### src/pic_pkg.sv
package pic_pkg;
  // Source slots, index order is priority order (0 served first)
  localparam int unsigned NSRC     = 15;
  localparam int unsigned SRC_EXT0 = 0;
  localparam int unsigned SRC_RX   = 4;
  localparam int unsigned SRC_TX   = 5;
  localparam int unsigned SRC_SIO  = 6;
  localparam int unsigned SRC_TMR0 = 7;
  localparam int unsigned SRC_ADC  = 11;
  localparam int unsigned SRC_WDTA = 12;
  localparam int unsigned SRC_WDTB = 13;
  localparam int unsigned SRC_BIT  = 14;
  localparam int unsigned HI_W     = 8;
  localparam int unsigned LO_W     = 7;
  // APB byte offsets
  localparam logic [7:0] OFS_EN_HI  = 8'h00;
  localparam logic [7:0] OFS_EN_LO  = 8'h04;
  localparam logic [7:0] OFS_REQ_HI = 8'h08;
  localparam logic [7:0] OFS_REQ_LO = 8'h0C;
  localparam logic [7:0] OFS_EDGE   = 8'h10;
  localparam logic [7:0] OFS_PSW    = 8'h14;
  // Status word
  localparam int unsigned IFLAG_BIT = 2;
  localparam int unsigned BFLAG_BIT = 4;
  localparam logic [7:0]  PSW_RST   = 8'h00;
  localparam logic [7:0]  SP_RST    = 8'hFF;
  // Edge select modes, two bits per pin
  localparam logic [1:0] EDGE_OFF  = 2'h0;
  localparam logic [1:0] EDGE_FALL = 2'h1;
  localparam logic [1:0] EDGE_RISE = 2'h2;
  localparam logic [1:0] EDGE_BOTH = 2'h3;
  // Sequencing
  localparam logic [2:0] ACC_LAST   = 3'h7;
  localparam logic [2:0] PUSH_COUNT = 3'h3;
  localparam logic [2:0] POP_LAST   = 3'h2;
  localparam logic [3:0] BRK_VEC    = 4'h0;
  localparam logic [3:0] LEVEL_BASE = 4'h2;
  localparam int unsigned MC_DIV_W  = 1;
  typedef struct packed {
    logic [3:0] timer_match;
    logic       interval_ovf;
    logic       conv_done;
    logic       wdt_match;
    logic       rx_done;
    logic       tx_done;
    logic       sio_done;
  } pic_event_type;
  typedef enum {ST_IDLE, ST_ACCEPT, ST_RETURN} pic_state_type;
endpackage

### src/pic_top.sv
module pic_top (
  input  wire logic                 sys_clk,
  input  wire logic                 rst_n,
  input  wire logic                 psel,
  input  wire logic                 penable,
  input  wire logic                 pwrite,
  input  wire logic [7:0]           paddr,
  input  wire logic [31:0]          pwdata,
  output logic      [31:0]          prdata,
  output logic                      pready,
  output logic                      pslverr,
  input  wire logic [3:0]           ext_irq_pin,
  input  wire pic_pkg::pic_event_type events,
  input  wire logic                 instr_done,
  input  wire logic                 software_break_op,
  input  wire logic                 interrupt_return_op,
  input  wire logic                 enable_irq_op,
  input  wire logic [15:0]          return_pc,
  input  wire logic [7:0]           pop_data,
  output logic                      accepting,
  output logic                      push_strobe,
  output logic      [7:0]           push_data,
  output logic                      pop_strobe,
  output logic                      pc_load,
  output logic      [3:0]           vector_num,
  output logic      [7:0]           stack_pointer,
  output logic      [7:0]           processor_status_word
);
  import pic_pkg::*;

  pic_state_type     state_reg;
  logic [2:0]        cnt_reg;
  logic [NSRC-1:0]   req_reg;
  logic [NSRC-1:0]   req_next;
  logic [NSRC-1:0]   en_reg;
  logic [7:0]        edge_select_reg;
  logic [7:0]        psw_reg;
  logic [7:0]        sp_reg;
  logic [3:0]        pin_s1_reg;
  logic [3:0]        pin_s2_reg;
  logic [3:0]        pin_prev_reg;
  logic [MC_DIV_W-1:0] mc_cnt_reg;
  logic              mc_en;
  logic [3:0]        ext_edge;
  logic [NSRC-1:0]   set_vec;
  logic [NSRC-1:0]   ready_vec;
  logic              win_ok;
  logic [3:0]        win_idx;
  logic              brk_pend_reg;
  logic              hold_reg;
  logic              acc_start;
  logic              acc_brk;
  logic              brk_cur_reg;
  logic [3:0]        win_cur_reg;
  logic [15:0]       pc_save_reg;
  logic [7:0]        psw_save_reg;
  logic              first_pop_reg;
  logic              apb_wr;
  logic [7:0]        enable_high_reg;
  logic [7:0]        enable_low_reg;
  logic [7:0]        request_high_reg;
  logic [7:0]        request_low_reg;

  // Edge detect per pin according to its two-bit mode
  function automatic logic edge_hit(input logic [1:0] mode,
                                    input logic now, input logic prev);
    edge_hit = ((mode == EDGE_FALL) && prev && !now) ||
               ((mode == EDGE_RISE) && !prev && now) ||
               ((mode == EDGE_BOTH) && (prev != now));
  endfunction

  // Lowest index wins: this is the fixed priority ladder
  function automatic logic [4:0] pri_enc(input logic [NSRC-1:0] v);
    pri_enc = 5'h00;
    for (int i = NSRC - 1; i >= 0; i--) begin
      if (v[i]) begin
        pri_enc = {1'b1, 4'(i)};
      end
    end
  endfunction

  assign enable_high_reg  = en_reg[HI_W-1:0];
  assign enable_low_reg   = {1'b0, en_reg[NSRC-1:HI_W]};
  assign request_high_reg = req_reg[HI_W-1:0];
  assign request_low_reg  = {1'b0, req_reg[NSRC-1:HI_W]};

  // Two-stage pin synchroniser, prev stage only for edge compare
  always_ff @(posedge sys_clk or negedge rst_n) begin
    if (!rst_n) begin
      pin_s1_reg <= 4'h0;
      pin_s2_reg <= 4'h0;
    end else begin
      pin_s1_reg <= ext_irq_pin;
      pin_s2_reg <= pin_s1_reg;
    end
  end

  // Machine cycle divider; edges only sampled on its enable
  always_ff @(posedge sys_clk or negedge rst_n) begin
    if (!rst_n) begin
      mc_cnt_reg   <= '0;
      pin_prev_reg <= 4'h0;
    end else begin
      mc_cnt_reg <= mc_cnt_reg + 1'b1;
      if (mc_en) begin
        pin_prev_reg <= pin_s2_reg;
      end
    end
  end
  assign mc_en = (mc_cnt_reg == '0);

  // Event collection into one set vector
  always_comb begin
    set_vec = '0;
    for (int p = 0; p < 4; p++) begin
      ext_edge[p] = mc_en && edge_hit(edge_select_reg[2*p+:2],
                                      pin_s2_reg[p], pin_prev_reg[p]);
      set_vec[SRC_EXT0+p] = ext_edge[p];
      set_vec[SRC_TMR0+p] = events.timer_match[p];
    end
    set_vec[SRC_RX]   = events.rx_done;
    set_vec[SRC_TX]   = events.tx_done;
    set_vec[SRC_SIO]  = events.sio_done;
    set_vec[SRC_ADC]  = events.conv_done;
    set_vec[SRC_WDTA] = events.wdt_match;
    set_vec[SRC_WDTB] = events.wdt_match;
    set_vec[SRC_BIT]  = events.interval_ovf;
  end

  // Gating and arbitration; break exempt from mask
  assign ready_vec = req_reg & en_reg
                   & {NSRC{psw_reg[IFLAG_BIT]}};
  assign {win_ok, win_idx} = pri_enc(ready_vec);
  assign acc_start = (state_reg == ST_IDLE) && instr_done && !hold_reg &&
                     (win_ok || brk_pend_reg);
  assign acc_brk = !win_ok; // Break is below every maskable source
  assign apb_wr = psel && penable && pready && pwrite;

  // Request flags: software write, accept clear, then set wins
  always_comb begin
    req_next = req_reg;
    if (apb_wr && paddr == OFS_REQ_HI) begin
      req_next[HI_W-1:0] = pwdata[HI_W-1:0];
    end
    if (apb_wr && paddr == OFS_REQ_LO) begin
      req_next[NSRC-1:HI_W] = pwdata[LO_W-1:0];
    end
    if (acc_start && !acc_brk) begin
      req_next[win_idx] = 1'b0;
    end
    req_next = req_next | set_vec;
  end

  always_ff @(posedge sys_clk or negedge rst_n) begin
    if (!rst_n) begin
      req_reg <= '0;
    end else begin
      req_reg <= req_next;
    end
  end

  // Software-owned configuration
  always_ff @(posedge sys_clk or negedge rst_n) begin
    if (!rst_n) begin
      en_reg          <= '0;
      edge_select_reg <= 8'h00;
    end else if (apb_wr) begin
      if (paddr == OFS_EN_HI) begin
        en_reg[HI_W-1:0] <= pwdata[HI_W-1:0];
      end
      if (paddr == OFS_EN_LO) begin
        en_reg[NSRC-1:HI_W] <= pwdata[LO_W-1:0];
      end
      if (paddr == OFS_EDGE) begin
        edge_select_reg <= pwdata[7:0];
      end
    end
  end

  // Status word; hardware accept and return override software
  always_ff @(posedge sys_clk or negedge rst_n) begin
    if (!rst_n) begin
      psw_reg <= PSW_RST;
    end else begin
      if (apb_wr && paddr == OFS_PSW) begin
        psw_reg <= pwdata[7:0];
      end
      if (enable_irq_op) begin
        psw_reg[IFLAG_BIT] <= 1'b1;
      end
      if (acc_start) begin
        psw_reg[IFLAG_BIT] <= 1'b0;
        psw_reg[BFLAG_BIT] <= acc_brk;
      end
      if (pop_strobe && first_pop_reg) begin
        psw_reg <= pop_data;
      end
    end
  end

  // Break pending and post-break hold-off
  always_ff @(posedge sys_clk or negedge rst_n) begin
    if (!rst_n) begin
      brk_pend_reg <= 1'b0;
      hold_reg     <= 1'b0;
    end else begin
      if (software_break_op) begin
        brk_pend_reg <= 1'b1;
      end else if (acc_start && acc_brk) begin
        brk_pend_reg <= 1'b0;
      end
      if (state_reg == ST_ACCEPT && cnt_reg == ACC_LAST && brk_cur_reg) begin
        hold_reg <= 1'b1;
      end else if (instr_done) begin
        hold_reg <= 1'b0;
      end
    end
  end

  // Sequencer: 8-cycle acceptance, 3-pop return
  always_ff @(posedge sys_clk or negedge rst_n) begin
    if (!rst_n) begin
      state_reg    <= ST_IDLE;
      cnt_reg      <= 3'h0;
      brk_cur_reg  <= 1'b0;
      win_cur_reg  <= 4'h0;
      pc_save_reg  <= 16'h0000;
      psw_save_reg <= 8'h00;
    end else begin
      case (state_reg)
        ST_IDLE: begin
          cnt_reg <= 3'h0;
          if (acc_start) begin
            state_reg    <= ST_ACCEPT;
            brk_cur_reg  <= acc_brk;
            win_cur_reg  <= win_idx;
            pc_save_reg  <= return_pc;
            psw_save_reg <= psw_reg | (acc_brk ? 8'(1 << BFLAG_BIT) : 8'h00);
          end else if (interrupt_return_op) begin
            state_reg <= ST_RETURN;
          end
        end
        ST_ACCEPT: begin
          cnt_reg <= cnt_reg + 3'h1;
          if (cnt_reg == ACC_LAST) begin
            state_reg <= ST_IDLE;
          end
        end
        ST_RETURN: begin
          cnt_reg <= cnt_reg + 3'h1;
          if (cnt_reg == POP_LAST) begin
            state_reg <= ST_IDLE;
          end
        end
        default: begin
          state_reg <= ST_IDLE;
        end
      endcase
    end
  end

  // Stack traffic and vector load toward the core
  always_ff @(posedge sys_clk or negedge rst_n) begin
    if (!rst_n) begin
      push_strobe   <= 1'b0;
      push_data     <= 8'h00;
      pop_strobe    <= 1'b0;
      first_pop_reg <= 1'b0;
      sp_reg        <= SP_RST;
      pc_load       <= 1'b0;
      vector_num    <= 4'h0;
      accepting     <= 1'b0;
    end else begin
      push_strobe <= (state_reg == ST_ACCEPT) && (cnt_reg < PUSH_COUNT);
      case (cnt_reg)
        3'h0:    push_data <= pc_save_reg[15:8];
        3'h1:    push_data <= pc_save_reg[7:0];
        default: push_data <= psw_save_reg;
      endcase
      if ((state_reg == ST_ACCEPT) && (cnt_reg < PUSH_COUNT)) begin
        sp_reg <= sp_reg - 8'h01;
      end else if (pop_strobe) begin
        sp_reg <= sp_reg + 8'h01;
      end
      pop_strobe    <= (state_reg == ST_RETURN);
      first_pop_reg <= (state_reg == ST_RETURN) && (cnt_reg == 3'h0);
      pc_load <= (state_reg == ST_ACCEPT) && (cnt_reg == ACC_LAST);
      // Break uses the table call zero slot
      vector_num <= brk_cur_reg ? BRK_VEC : win_cur_reg + LEVEL_BASE;
      accepting  <= (state_reg == ST_ACCEPT);
    end
  end
  assign stack_pointer = sp_reg;
  assign processor_status_word = psw_reg;

  // APB slave: no wait state, pready registered so every answer comes from a flop
  always_ff @(posedge sys_clk or negedge rst_n) begin
    if (!rst_n) begin
      pready  <= 1'b0;
      pslverr <= 1'b0;
      prdata  <= 32'h0000_0000;
    end else begin
      pready  <= psel && !pready;
      pslverr <= 1'b0;
      prdata  <= 32'h0000_0000;
      if (psel && !pready) begin
        case (paddr)
          OFS_EN_HI:  prdata[7:0] <= enable_high_reg;
          OFS_EN_LO:  prdata[7:0] <= enable_low_reg;
          OFS_REQ_HI: prdata[7:0] <= request_high_reg;
          OFS_REQ_LO: prdata[7:0] <= request_low_reg;
          OFS_EDGE:   prdata[7:0] <= edge_select_reg;
          OFS_PSW:    prdata[7:0] <= psw_reg;
          default:    pslverr <= 1'b1; // Unmapped offset
        endcase
      end
    end
  end
endmodule // pic_top

### config.mk
export PLATFORM = sky130hd
export DESIGN_NAME = pic_top
export DESIGN_NICKNAME = d
export VERILOG_FILES = /design/src/pic_pkg.sv /design/src/pic_top.sv
export SDC_FILE = /design/constraint.sdc
export NUM_CORES = 1
export LEC_CHECK = 0
export BUFFER_PORTS_ARGS = -buffer_cell sky130_fd_sc_hd__buf_2
export CORE_MARGIN = 8
export CORE_UTILIZATION = 58
export CTS_CLUSTER_DIAMETER = 80
export DETAILED_ROUTE_END_ITERATION = 7
export GPL_TIMING_DRIVEN = 0
export HOLD_SLACK_MARGIN = 0.02
export MAX_ROUTING_LAYER = met4
export PLACE_DENSITY = 0.86
export SLEW_MARGIN = 15
export SYNTH_ARGS = -nofsm -noshare
export SYNTH_HDL_FRONTEND = slang
export SYNTH_SLANG_ARGS = --single-unit
### constraint.sdc
create_clock -name sys_clk -period 5.5 [get_ports sys_clk]
set_clock_uncertainty 0.05 [all_clocks]
set_input_delay 0.275 -clock sys_clk [delete_from_list [all_inputs] [get_ports sys_clk]]
set_output_delay 0.275 -clock sys_clk [all_outputs]
set_load 0.01 [all_outputs]
==> reports/qor.log, run 1 <==
INFO  sta            setup_tns=0ps
INFO  job            max_cap_viol_count=0
INFO  critical_path  cp.buffers_inverters=3
INFO  sta            fin_crit_sh=58.2%
INFO  sta            final-setup-viol-count=0
INFO  critical_path  cp.arrival=3600ps
INFO  drt            drt_iter0_markers=570
INFO  drt            route.vias.total=5323
INFO  cts            number_of_buffers_inserted_during_clock_tree_synthesis=17
INFO  global_route   grt_max_degree=75
INFO  finish         fin_nets=860
INFO  yosys          synthCells=569
INFO  drt            post_drt_via_cell_ratio=5.86
INFO  critical_path  endpoint=stack_pointer[7]
INFO  sta            final-max-slew-violation-count=0
INFO  die            placeableCoreArea=0.0107mm^2
INFO  sta            maxClockFrequency=0.313GHz
INFO  die            initial_core_util=58.9%
INFO  sta            rsz0062_at_grt=false
INFO  critical_path  worst-r2r-setup-slack=2300ps
INFO  sta            finalCriticalPeriod=3200ps
INFO  yosys          synth_flop_cell=sky130_fd_sc_hd__dfrtp_1
INFO  critical_path  cp.depth=12
INFO  sta            finalHoldViolCount=0
INFO  yosys          synth_edf_count=0
INFO  sta            worstMarginPinSlew=1080ps
INFO  critical_path  critPathLaunch=state_reg[1]
INFO  cts            cts_setup_buffers=0
INFO  global_route   global_route_total_usage_across_every_layer=26.8%
INFO  run_status     status=complete, no violations
INFO  finish         mostFrequentLayoutCells=122 x sky130_fd_sc_hd__dfrtp_1, 103 x sky130_fd_sc_hd__buf_2, 59 x sky130_fd_sc_hd__nand2_1
INFO  finish         area.growth.synth_to_final=30.3%
INFO  finish         filler_cell_count=709
INFO  yosys          ys_warn_count=0
INFO  drt            final_antenna_net_count=0
INFO  finish         largest_register_ffs=16
INFO  cts            clk_path_buf_depth=2
INFO  die            die-area=0.0145mm^2
INFO  finish         final_util=76.8%
INFO  cts            clock_tree.htree_level_count=4
INFO  yosys          synth.lib_cells_used.distinct=56
INFO  drt            drt-pass1-iter-count=5
INFO  cts            cts.sinks=130
INFO  finish         final_common_cell=sky130_fd_sc_hd__dfrtp_1
INFO  yosys          netlist_area=0.00633mm^2
INFO  drt            post_detailed_routing_wire_length=18700um
INFO  critical_path  critical_path.top_delay_family=compound AO/OA/AOI/OAI gates
INFO  die            die_width=120um
INFO  global_route   first_global_vias=5588
INFO  critical_path  path_common_cell=sky130_fd_sc_hd__inv_1
INFO  critical_path  critPathRequiredTime=5910ps
INFO  global_route   grt_antenna_before_repair=0
INFO  critical_path  timing.critical_path.cells=inv_1, ha_1, inv_1, a211o_1, inv_1, ha_1, a21o_1, a211oi_1, nor2_1, o41ai_1, mux2i_1, xor2_1
INFO  yosys          asyncSetResetFlopFracSynth=100%
INFO  yosys          ys_seq_area_share=51.5%
INFO  cts            cts_tree=done
INFO  cts            clock_pin_slew_on_the_worst_setup_and_hold_paths=60ps
INFO  global_route   grt.overflow.total=0
INFO  placed_design  gp_congestion=0.979
INFO  die            floorplan.die.height=120um
INFO  yosys          ys_seq_elements=130
INFO  placed_design  post-place-cells=835
INFO  critical_path  ff2ff_path_depth=12
INFO  power          cellPowerDensity=450mW/mm^2
INFO  cts            clock_latency=530ps
INFO  critical_path  worstSetupEndpointType=register
INFO  drt            wl_per_cell=20.6um
INFO  critical_path  start_kind=register
INFO  power          p_leak=3.90nW
INFO  sta            slew_headroom=27.6%
INFO  critical_path  worstReg2RegEnd=stack_pointer[7]
INFO  drt            post-route-drc-count=0
INFO  placed_design  port_buffers=102
INFO  critical_path  criticalPathCategory=reg2reg
INFO  critical_path  critical-path-max-stage-delay=430ps
INFO  critical_path  timing.critical_path.slowest_stage_cell=sky130_fd_sc_hd__dfrtp_1
INFO  global_route   grt_pass1_wl=29300um
INFO  hold_path      hold_path_class=in2reg
INFO  finish         post_route_cells_drive_above_1_share=28.9%
INFO  finish         antenna-diode-count=0
INFO  critical_path  critPathMaxFanout=8
INFO  die            ioPinCount=153
INFO  finish         final_cell_count_no_fill=909
INFO  die            rows=38
INFO  cts            root_buffer=sky130_fd_sc_hd__clkbuf_8
INFO  critical_path  critical_path.reg2reg.startpoint=state_reg[1]
INFO  yosys          postSynthAreaPerCell=11.1um^2
INFO  power          worst_vdd_rail_ir_drop=279uV
INFO  placed_design  dpl.hpwl=12400um
==> how the worst min path moves through the flow <==
stage / start / endpoint / slack (ps) / depth (start not counted)
final: pwdata[3] / edge_select_reg[3] / 60 / 2
after detailed placement: rst_n / pc_save_reg[3] / 220 / 1
after global placement: pin_s1_reg[3] / pin_s2_reg[3] / 280 / 0
after CTS: pwdata[5] / en_reg[13] / 40 / 2
after global routing: pwdata[3] / en_reg[11] / 40 / 2
after floorplan: rst_n / accepting / -70 / 0
==> cell usage after synthesis, drive strengths merged (2+ instances only) <==
cell type	count	share of area [%]
a22o	8	1.1
mux2i	18	2.8
o22ai	5	0.49
mux2	55	9.8
o21bai	7	0.83
and2	5	0.49
o41ai	2	0.28
nor3	17	1.5
ha	16	3.2
xor2	4	0.55
nand4	2	0.20
a31oi	7	0.69
dfstp	8	3.3
nor4	2	0.40
o31ai	3	0.57
nor3b	2	0.24
a211oi	5	0.59
xnor2	2	0.28
or2	2	0.20
nand2b	2	0.20
nand3b	4	0.47
dfrtp	122	48
o211ai	2	0.24
nand2	59	3.5
a22oi	17	2.0
a21o	3	0.36
a221oi	2	0.28
buf	29	3.4
a21oi	26	2.1
nor2b	6	0.59
o21ai	30	2.4
mux4	6	2.1
o21a	2	0.24
clkbuf	12	0.71
nor2	42	2.5
inv	21	1.2
nand3	3	0.24
==> routing by layer <==
layer | vias to the layer above | part of all wire, % | GRT usage [%]
li1 | 2364 | - | -
met1 | 2608 | 39 | 31.0
met2 | 300 | 50 | 43.5
met3 | 51 | 8.4 | 5.97
met4 | 0 | 3.2 | 13.0
met5 | - | 0 | -
==> power by group <==
part	switching, mW	internal [mW]
combinational	0.588	0.437
clock	0.456	0.838
sequential	0.186	1.20
==> repair_timing <==
item | CTS | global route
endpoints found under the hold margin | 97 | 0
hold buffers | 42 | 0
resized for setup | 0 | 0
==> logic make-up (layout without fill, tap and decap cells) <==
logic type               Yosys count  in the layout  share of synthesized area (%)
AND/OR/NAND/NOR                  148            148                           10.8
flip-flops                       130            130                           51.5
AO/OA/AOI/OAI                    126            126                           13.2
multiplexers                      79             79                           14.8
buffers and inverters             62            239                           5.38
adder cells (fa/ha/maj)           17             17                           3.48
XOR/XNOR                           6              6                          0.830
other                              1             24                         0.0592
==> worst register-to-register path: stages (launching register included) <==
cell	delay, ps
sky130_fd_sc_hd__dfrtp_1	430
sky130_fd_sc_hd__inv_1	100
sky130_fd_sc_hd__ha_1	190
sky130_fd_sc_hd__inv_1	60
sky130_fd_sc_hd__a211o_1	330
sky130_fd_sc_hd__inv_1	230
sky130_fd_sc_hd__ha_1	290
sky130_fd_sc_hd__a21o_1	200
sky130_fd_sc_hd__a211oi_1	270
sky130_fd_sc_hd__nor2_1	100
sky130_fd_sc_hd__o41ai_1	380
sky130_fd_sc_hd__mux2i_1	320
sky130_fd_sc_hd__xor2_1	180
==> per-stage QoR <==
| step | hold slack [ps] | instance area [um^2] | power, mW | setup WS [ps] |
|---|---|---|---|---|
| after floorplan | -70.6 | 6420 | 1.98 | 2810 |
| after global placement | 282 | 7100 | 2.27 | 2530 |
| after detailed placement | 219 | 7140 | 2.34 | 2450 |
| after CTS | 40.8 | 8220 | 3.68 | 2280 |
| after global routing | 44.7 | 8250 | 3.87 | 2080 |
| final | 61.5 | 8250 | 3.71 | 2300 |
==> cell type report <==
class | count | area [um^2] | area share, %
flip-flops and latches | 130 | 3260 | 39.6
clock buffers | 18 | 418 | 5.07
repair buffers | 145 | 965 | 11.7
multi-input cells | 400 | 2840 | 34.4
plain buffers | 41 | 262 | 3.17
inverters | 21 | 78.8 | 0.956
well taps | 140 | 175 | 2.12
clock inverters | 14 | 249 | 3.02
No activity file was read; power rests on OpenSTA's default activity.
==> run 2, diff against run 1 <==
--- a/config.mk
+++ b/config.mk
@@ -7,13 +7,13 @@
 export LEC_CHECK = 0
 export BUFFER_PORTS_ARGS = -buffer_cell sky130_fd_sc_hd__buf_2
 export CORE_MARGIN = 8
-export CORE_UTILIZATION = 58
+export CORE_UTILIZATION = 54
 export CTS_CLUSTER_DIAMETER = 80
 export DETAILED_ROUTE_END_ITERATION = 7
 export GPL_TIMING_DRIVEN = 0
 export HOLD_SLACK_MARGIN = 0.02
 export MAX_ROUTING_LAYER = met4
-export PLACE_DENSITY = 0.86
+export PLACE_DENSITY = 0.8
 export SLEW_MARGIN = 15
 export SYNTH_ARGS = -nofsm -noshare
 export SYNTH_HDL_FRONTEND = slang
==> constraint.sdc (replaced) <==
create_clock -name sys_clk -period 3.2 [get_ports sys_clk]
set_clock_uncertainty 0.05 [all_clocks]
set_input_delay 0.16 -clock sys_clk [delete_from_list [all_inputs] [get_ports sys_clk]]
set_output_delay 0.16 -clock sys_clk [all_outputs]
set_load 0.01 [all_outputs]
==> reports/qor.log, run 2 (synthesis gave the netlist of run 1 again) <==
INFO  hold_path      hold_path_class=in2reg [unchanged]
INFO  sta            worstMarginPinSlew=1060ps [was 1080 ps]
INFO  sta            maxClockFrequency=0.336GHz [was 0.313 GHz]
INFO  drt            post-route-drc-count=0 [unchanged]
INFO  sta            rsz0062_at_grt=false [unchanged]
INFO  cts            clock_pin_slew_on_the_worst_setup_and_hold_paths=60ps [about the same]
INFO  sta            finalCriticalPeriod=2970ps [was 3200 ps]
INFO  finish         mostFrequentLayoutCells=122 x sky130_fd_sc_hd__dfrtp_1, 103 x sky130_fd_sc_hd__buf_2, 59 x sky130_fd_sc_hd__nand2_1 [unchanged]
INFO  drt            wl_per_cell=18.9um [was 20.6 um]
INFO  drt            post_detailed_routing_wire_length=17200um [was 18700 um]
INFO  sta            final-max-slew-violation-count=0 [unchanged]
INFO  global_route   first_global_vias=5326 [was 5588]
INFO  power          p_leak=3.92nW [was 3.90 nW]
INFO  critical_path  worstReg2RegEnd=stack_pointer[7] [unchanged]
INFO  cts            cts.sinks=130 [unchanged]
INFO  sta            finalHoldViolCount=0 [unchanged]
INFO  cts            cts_tree=done [unchanged]
INFO  power          worst_vdd_rail_ir_drop=477uV [was 279 uV]
INFO  global_route   grt_antenna_before_repair=0 [unchanged]
INFO  die            ioPinCount=153 [unchanged]
INFO  finish         final_common_cell=sky130_fd_sc_hd__dfrtp_1 [unchanged]
INFO  critical_path  critPathLaunch=state_reg[1] [unchanged]
INFO  finish         fin_nets=862 [was 860]
INFO  sta            slew_headroom=28.6% [was 27.6%]
INFO  sta            fin_crit_sh=92.9% [was 58.2%]
INFO  drt            post_drt_via_cell_ratio=5.58 [was 5.86]
INFO  finish         filler_cell_count=803 [was 709]
INFO  finish         area.growth.synth_to_final=30.4% [was 30.3%]
INFO  critical_path  worstSetupEndpointType=register [unchanged]
INFO  global_route   grt_pass1_wl=28200um [was 29300 um]
INFO  critical_path  ff2ff_path_depth=12 [unchanged]
INFO  critical_path  worst-r2r-setup-slack=230ps [was 2300 ps]
INFO  finish         largest_register_ffs=16 [unchanged]
INFO  die            rows=39 [was 38]
INFO  die            die-area=0.0154mm^2 [was 0.0145 mm^2]
INFO  cts            clk_path_buf_depth=2 [unchanged]
INFO  drt            drt_iter0_markers=420 [was 570]
INFO  global_route   grt_max_degree=78 [was 75]
INFO  critical_path  start_kind=register [unchanged]
INFO  die            floorplan.die.height=124um [was 120 um]
INFO  power          total_power=6.23mW [was 3.71 mW]
INFO  global_route   global_route_total_usage_across_every_layer=23.3% [was 26.8%]
INFO  critical_path  critical_path.reg2reg.startpoint=state_reg[1] [unchanged]
INFO  critical_path  critPathMaxFanout=8 [unchanged]
INFO  cts            number_of_buffers_inserted_during_clock_tree_synthesis=17 [unchanged]
INFO  cts            clock_tree.htree_level_count=4 [unchanged]
INFO  placed_design  gp_congestion=0.914 [was 0.979]
INFO  placed_design  port_buffers=102 [unchanged]
INFO  power          cellPowerDensity=755mW/mm^2 [was 450 mW/mm^2]
INFO  die            die_width=124um [was 120 um]
INFO  cts            root_buffer=sky130_fd_sc_hd__clkbuf_16 [was sky130_fd_sc_hd__clkbuf_8]
INFO  cts            clock_latency=430ps [was 530 ps]
INFO  run_status     status=complete, no violations [unchanged]
INFO  sta            setup_tns=0ps [unchanged]
INFO  drt            final_antenna_net_count=0 [unchanged]
INFO  die            placeableCoreArea=0.0114mm^2 [was 0.0107 mm^2]
INFO  global_route   grt.overflow.total=0 [unchanged]
INFO  finish         post_route_cells_drive_above_1_share=28.9% [about the same]
INFO  sta            final-setup-viol-count=0 [unchanged]
INFO  critical_path  cp.arrival=3270ps [was 3600 ps]
INFO  die            initial_core_util=55.4% [was 58.9%]
INFO  finish         antenna-diode-count=0 [unchanged]
INFO  drt            drt-pass1-iter-count=5 [unchanged]
INFO  critical_path  criticalPathCategory=reg2reg [unchanged]
INFO  critical_path  critPathRequiredTime=3500ps [was 5910 ps]
INFO  job            max_cap_viol_count=0 [unchanged]
INFO  drt            route.vias.total=5102 [was 5323]
INFO  placed_design  dpl.hpwl=12300um [was 12400 um]
INFO  critical_path  endpoint=stack_pointer[7] [unchanged]
[run 2: cell types whose count changed in the layout (fill, tap and decap cells not counted), sizes merged]
| cell | delta |
|---|---|
| clkinvlp | -1 |
| inv | -6 |
| clkbuf | +4 |
| clkinv | +4 |
| dlygate4sd3 | +2 |
| bufinv | -1 |
[run 2: layout make-up]
cell class | count | area, um^2 | share of cell area (%)
Clock inverter | 10 | 179 | 2.17
Timing Repair Buffer | 147 | 985 | 11.9
Sequential cell | 130 | 3260 | 39.5
Clock buffer | 22 | 474 | 5.74
Inverter | 21 | 78.8 | 0.955
Buffer | 41 | 262 | 3.17
Multi-Input combinational cell | 400 | 2840 | 34.4
Tap cell | 143 | 179 | 2.17
[run 2: where the power goes]
part           switching, mW  internal [mW]
clock network          0.709           1.44
logic                  0.972          0.752
registers              0.291           2.07
total                   1.97           4.26
[run 2: layer usage]
layer / vias to the layer above / global-route usage, % / routed length, um
met3: 27 / 5.53 / 1070
met4: 0 / 9.28 / 370
met1: 2508 / 29.8 / 7580
li1: 2370 / - / -
met5: - / - / 0
met2: 197 / 35.0 / 8200
[run 2: critical path, stage by stage, from the launching register on]
cell	delay (ps)
sky130_fd_sc_hd__dfrtp_1	420
sky130_fd_sc_hd__inv_1	110
sky130_fd_sc_hd__ha_1	210
sky130_fd_sc_hd__inv_1	80
sky130_fd_sc_hd__a211o_1	340
sky130_fd_sc_hd__inv_2	160
sky130_fd_sc_hd__ha_1	250
sky130_fd_sc_hd__a21o_1	190
sky130_fd_sc_hd__a211oi_1	270
sky130_fd_sc_hd__nor2_1	110
sky130_fd_sc_hd__o41ai_2	250
sky130_fd_sc_hd__mux2i_1	270
sky130_fd_sc_hd__xor2_1	170
[run 2: metrics by stage]
stage	setup slack, ps	cell area (um^2)	utilization (%)	cells	hold WS [ps]
finish	227	8260	72.3	914	43.5
global route	52.6	8260	72.3	914	45.7
CTS	58.8	8230	72.1	914	32.4
detailed placement	182	7140	62.5	838	196
global placement	252	7110	62.2	837	219
floorplan	514	6420	-	592	-186
[run 2: worst min-delay path by stage]
stage	slack (ps)	from	endpoint	cells past startpoint
final	40	pwdata[4]	edge_select_reg[4]	2
after global routing	50	pwdata[6]	en_reg[6]	2
after CTS	30	pwdata[4]	edge_select_reg[4]	2
after detailed placement	200	rst_n	pc_save_reg[9]	1
after global placement	220	ext_irq_pin[2]	pin_s1_reg[2]	1
after floorplan	-190	rst_n	accepting	0
[run 2: what timing repair did]
| action | 4_1_cts | 5_1_grt |
|---|---|---|
| gates resized for setup | 0 | 2 |
| endpoints found under the setup margin | 0 | 1 |
| hold buffers | 44 | 0 |
| endpoints found under the hold margin | 112 | 0 |
| buffers inserted | 0 | 0 |
==> run 3, diff against run 2 <==
--- a/config.mk
+++ b/config.mk
@@ -5,7 +5,9 @@
 export SDC_FILE = /design/constraint.sdc
 export NUM_CORES = 1
 export LEC_CHECK = 0
+export ABC_AREA = 1
 export BUFFER_PORTS_ARGS = -buffer_cell sky130_fd_sc_hd__buf_2
+export CAP_MARGIN = 20
 export CORE_MARGIN = 8
 export CORE_UTILIZATION = 54
 export CTS_CLUSTER_DIAMETER = 80
==> reports/qor.log, run 3 <==
INFO  die            initial_core_util=54.5% [was 55.4%]
INFO  drt            post-route-drc-count=0 [unchanged]
INFO  die            floorplan.die.height=125um [was 124 um]
INFO  cts            clk_path_buf_depth=2 [unchanged]
INFO  sta            final-max-slew-violation-count=0 [unchanged]
INFO  cts            cts_hold_buf=42 [was 44]
INFO  die            ioPinCount=153 [unchanged]
INFO  cts            clock_tree.htree_level_count=4 [unchanged]
INFO  yosys          synth_flop_cell=sky130_fd_sc_hd__dfrtp_1 [unchanged]
INFO  global_route   groute.layer.met3.usage=5.10% [was 5.53%]
INFO  critical_path  critPathMaxFanout=8 [unchanged]
INFO  placed_design  dpl.hpwl=12600um [was 12300 um]
INFO  global_route   global_route_total_usage_across_every_layer=23.2% [was 23.3%]
INFO  global_route   grt_max_degree=76 [was 78]
INFO  cts            number_of_buffers_inserted_during_clock_tree_synthesis=17 [unchanged]
INFO  placed_design  pre_cts_slack=412ps [was 182 ps]
INFO  cts            clock_pin_slew_on_the_worst_setup_and_hold_paths=60ps [about the same]
INFO  finish         area.growth.synth_to_final=28.1% [was 30.4%]
INFO  yosys          netlist_area=0.00646mm^2 [was 0.00633 mm^2]
INFO  cts            clock_latency=420ps [was 430 ps]
INFO  die            placeableCoreArea=0.0119mm^2 [was 0.0114 mm^2]
INFO  placed_design  gp_congestion=0.948 [was 0.914]
INFO  critical_path  start_kind=register [unchanged]
INFO  cts            cts.sinks=130 [unchanged]
INFO  critical_path  cp.arrival=3100ps [was 3270 ps]
INFO  drt            post_drt_via_cell_ratio=5.27 [was 5.58]
INFO  sta            finalHoldViolCount=0 [unchanged]
INFO  sta            finalCriticalPeriod=2820ps [was 2970 ps]
INFO  sta            maxClockFrequency=0.355GHz [was 0.336 GHz]
INFO  drt            route.vias.total=5753 [was 5102]
INFO  critical_path  worstSetupEndpointType=register [unchanged]
INFO  sta            rsz0062_at_grt=false [unchanged]
INFO  power          worst_vdd_rail_ir_drop=454uV [was 477 uV]
INFO  yosys          asyncSetResetFlopFracSynth=100% [unchanged]
INFO  die            rows=40 [was 39]
INFO  yosys          synthMostInstantiatedCell=sky130_fd_sc_hd__nand2_1 [was sky130_fd_sc_hd__dfrtp_1]
INFO  finish         antenna-diode-count=0 [unchanged]
INFO  yosys          synth_edf_count=0 [unchanged]
INFO  yosys          synth.lib_cells_used.distinct=47 [was 56]
INFO  yosys          ys_seq_elements=130 [unchanged]
INFO  global_route   gr-usage-met2=37.0% [was 35.0%]
INFO  drt            final_antenna_net_count=0 [unchanged]
INFO  die            die_width=125um [was 124 um]
INFO  sta            setup_tns=0ps [unchanged]
INFO  sta            final-setup-viol-count=0 [unchanged]
INFO  drt            post_detailed_routing_wire_length=17400um [was 17200 um]
INFO  yosys          ys_seq_area_share=50.5% [was 51.5%]
INFO  critical_path  criticalPathCategory=reg2reg [unchanged]
INFO  cts            cts_tree=done [unchanged]
INFO  finish         fin_nets=1037 [was 862]
INFO  yosys          synth.area.top_cells=sky130_fd_sc_hd__dfrtp_1 47%, sky130_fd_sc_hd__nand2_1 13%, sky130_fd_sc_hd__o21ai_0 5.2% [was sky130_fd_sc_hd__dfrtp_1 48%, sky130_fd_sc_hd__mux2_2 6.8%, sky130_fd_sc_hd__nand2_1 3.5%]
INFO  power          p_leak=4.29nW [was 3.92 nW]
INFO  global_route   grt.overflow.total=0 [unchanged]
INFO  finish         mostFrequentLayoutCells=228 x sky130_fd_sc_hd__nand2_1, 122 x sky130_fd_sc_hd__dfrtp_1, 104 x sky130_fd_sc_hd__buf_2 [was 122 x sky130_fd_sc_hd__dfrtp_1, 103 x sky130_fd_sc_hd__buf_2, 59 x sky130_fd_sc_hd__nand2_1]
INFO  cts            postCtsResizedCells=0 [unchanged]
INFO  hold_path      hold_path_class=in2reg [unchanged]
INFO  yosys          synth_top_cell_by_area=sky130_fd_sc_hd__dfrtp_1 [unchanged]
INFO  run_status     status=complete, no violations [unchanged]
INFO  placed_design  port_buffers=104 [was 102]
INFO  yosys          ys_warn_count=0 [unchanged]
INFO  sta            fin_crit_sh=88.1% [was 92.9%]
INFO  global_route   grt_use_met1=28.6% [was 29.8%]
INFO  power          cellPowerDensity=723mW/mm^2 [was 755 mW/mm^2]
INFO  cts            cts_setup_buffers=0 [unchanged]
INFO  global_route   first_global_vias=5925 [was 5326]
INFO  global_route   busiest_grt_layer=met2 [unchanged]
INFO  finish         largest_register_ffs=16 [unchanged]
INFO  sta            slew_headroom=52.0% [was 28.6%]
INFO  drt            drt_iter0_markers=394 [was 420]
INFO  job            max_cap_viol_count=0 [unchanged]
INFO  yosys          synthDominantCellAreaShare=47.2% [was 48.2%]
INFO  die            die-area=0.0157mm^2 [was 0.0154 mm^2]
INFO  global_route   grt_antenna_before_repair=0 [unchanged]
INFO  sta            finalWorstSetupSlack=382ps [was 227 ps]
INFO  yosys          synthCells=744 [was 569]
INFO  cts            root_buffer=sky130_fd_sc_hd__clkbuf_16 [unchanged]
INFO  finish         post_route_cells_drive_above_1_share=22.3% [was 28.9%]
INFO  yosys          synth.top_cells.by_count=228 x sky130_fd_sc_hd__nand2_1, 122 x sky130_fd_sc_hd__dfrtp_1, 71 x sky130_fd_sc_hd__inv_1 [was 122 x sky130_fd_sc_hd__dfrtp_1, 59 x sky130_fd_sc_hd__nand2_1, 42 x sky130_fd_sc_hd__nor2_1]
INFO  critical_path  critPathRequiredTime=3490ps [was 3500 ps]
INFO  yosys          postSynthAreaPerCell=8.69um^2 [was 11.1 um^2]
INFO  drt            drt-pass1-iter-count=5 [unchanged]
INFO  sta            worstMarginPinSlew=714ps [was 1060 ps]
INFO  global_route   grt_pass1_wl=28600um [was 28200 um]
INFO  finish         final_common_cell=sky130_fd_sc_hd__nand2_1 [was sky130_fd_sc_hd__dfrtp_1]
INFO  drt            wl_per_cell=15.9um [was 18.9 um]
==> run 3: power breakdown <==
| group | internal, mW | total (mW) | switching [mW] |
|---|---|---|---|
| sequential | 2.05 | 2.28 | 0.226 |
| combinational | 0.693 | 1.83 | 1.14 |
| clock | 1.18 | 1.88 | 0.699 |
==> run 3: final timing paths <==
kind | endpoint | start | slack [ps] | cells after the start
worst max-delay path | stack_pointer[7] | state_reg[1] | 380 | 15
worst min-delay path | processor_status_word[4] | pop_data[4] | 50 | 3
worst max register to register | stack_pointer[7] | state_reg[1] | 380 | 15
worst min register to register | pin_s2_reg[2] | pin_s1_reg[2] | 300 | 0
max in group asynchronous | pready | rst_n | 2110 | 3
min in group asynchronous | push_data[7] | rst_n | 280 | 2
==> run 3: per-stage QoR <==
stage	area (um^2)	hold WS, ps	power [mW]	util (%)	cells
detailed placement	7290	175	4.05	61.4	1019
CTS	8280	46.3	5.99	69.8	1092
global route	8280	64.5	6.33	69.8	1092
finish	8280	45.0	5.98	69.8	1092
global placement	7250	218	3.99	61.1	1018
floorplan	6550	-186	3.44	-	767
==> run 3: final cells by class <==
| type | instances | area, um^2 |
|---|---|---|
| fill | 914 | 3580 |
| sequential | 130 | 3260 |
| multi-input combinational | 516 | 2700 |
| timing repair buffer | 147 | 975 |
| clock buffer | 21 | 460 |
| buffer | 45 | 305 |
| inverter | 76 | 285 |
| tap | 147 | 184 |
| clock inverter | 10 | 109 |
==> run 3: routing by layer <==
layer  vias up  part of all wire (%)
li1       2763                     -
met1      2738                    44
met2       222                    48
met3        30                   6.2
met4         0                   2.0
met5         -                     0
==> run 3: logic make-up after synthesis <==
kind of cell,count (synthesis),synth area share (%)
other cells,1,0.0580
fa+ha+maj,17,3.41
simple gates,343,24.6
xor+xnor,7,0.949
buf+inv,121,9.14
compound gates,125,11.3
flops,130,50.5
==> run 3: worst max-delay path, stage by stage, from the launching register on <==
cell                       delay, ps
sky130_fd_sc_hd__dfrtp_1         400
sky130_fd_sc_hd__inv_1           110
sky130_fd_sc_hd__ha_1            230
sky130_fd_sc_hd__nand3_1         190
sky130_fd_sc_hd__inv_1           280
sky130_fd_sc_hd__ha_1            340
sky130_fd_sc_hd__a21oi_1         140
sky130_fd_sc_hd__nand2_1          80
sky130_fd_sc_hd__nand2_1          70
sky130_fd_sc_hd__nand2_1          60
sky130_fd_sc_hd__a21oi_1         190
sky130_fd_sc_hd__inv_1            70
sky130_fd_sc_hd__a21oi_1         120
sky130_fd_sc_hd__o21bai_1         90
sky130_fd_sc_hd__xor2_1          160
sky130_fd_sc_hd__o21ai_0         170
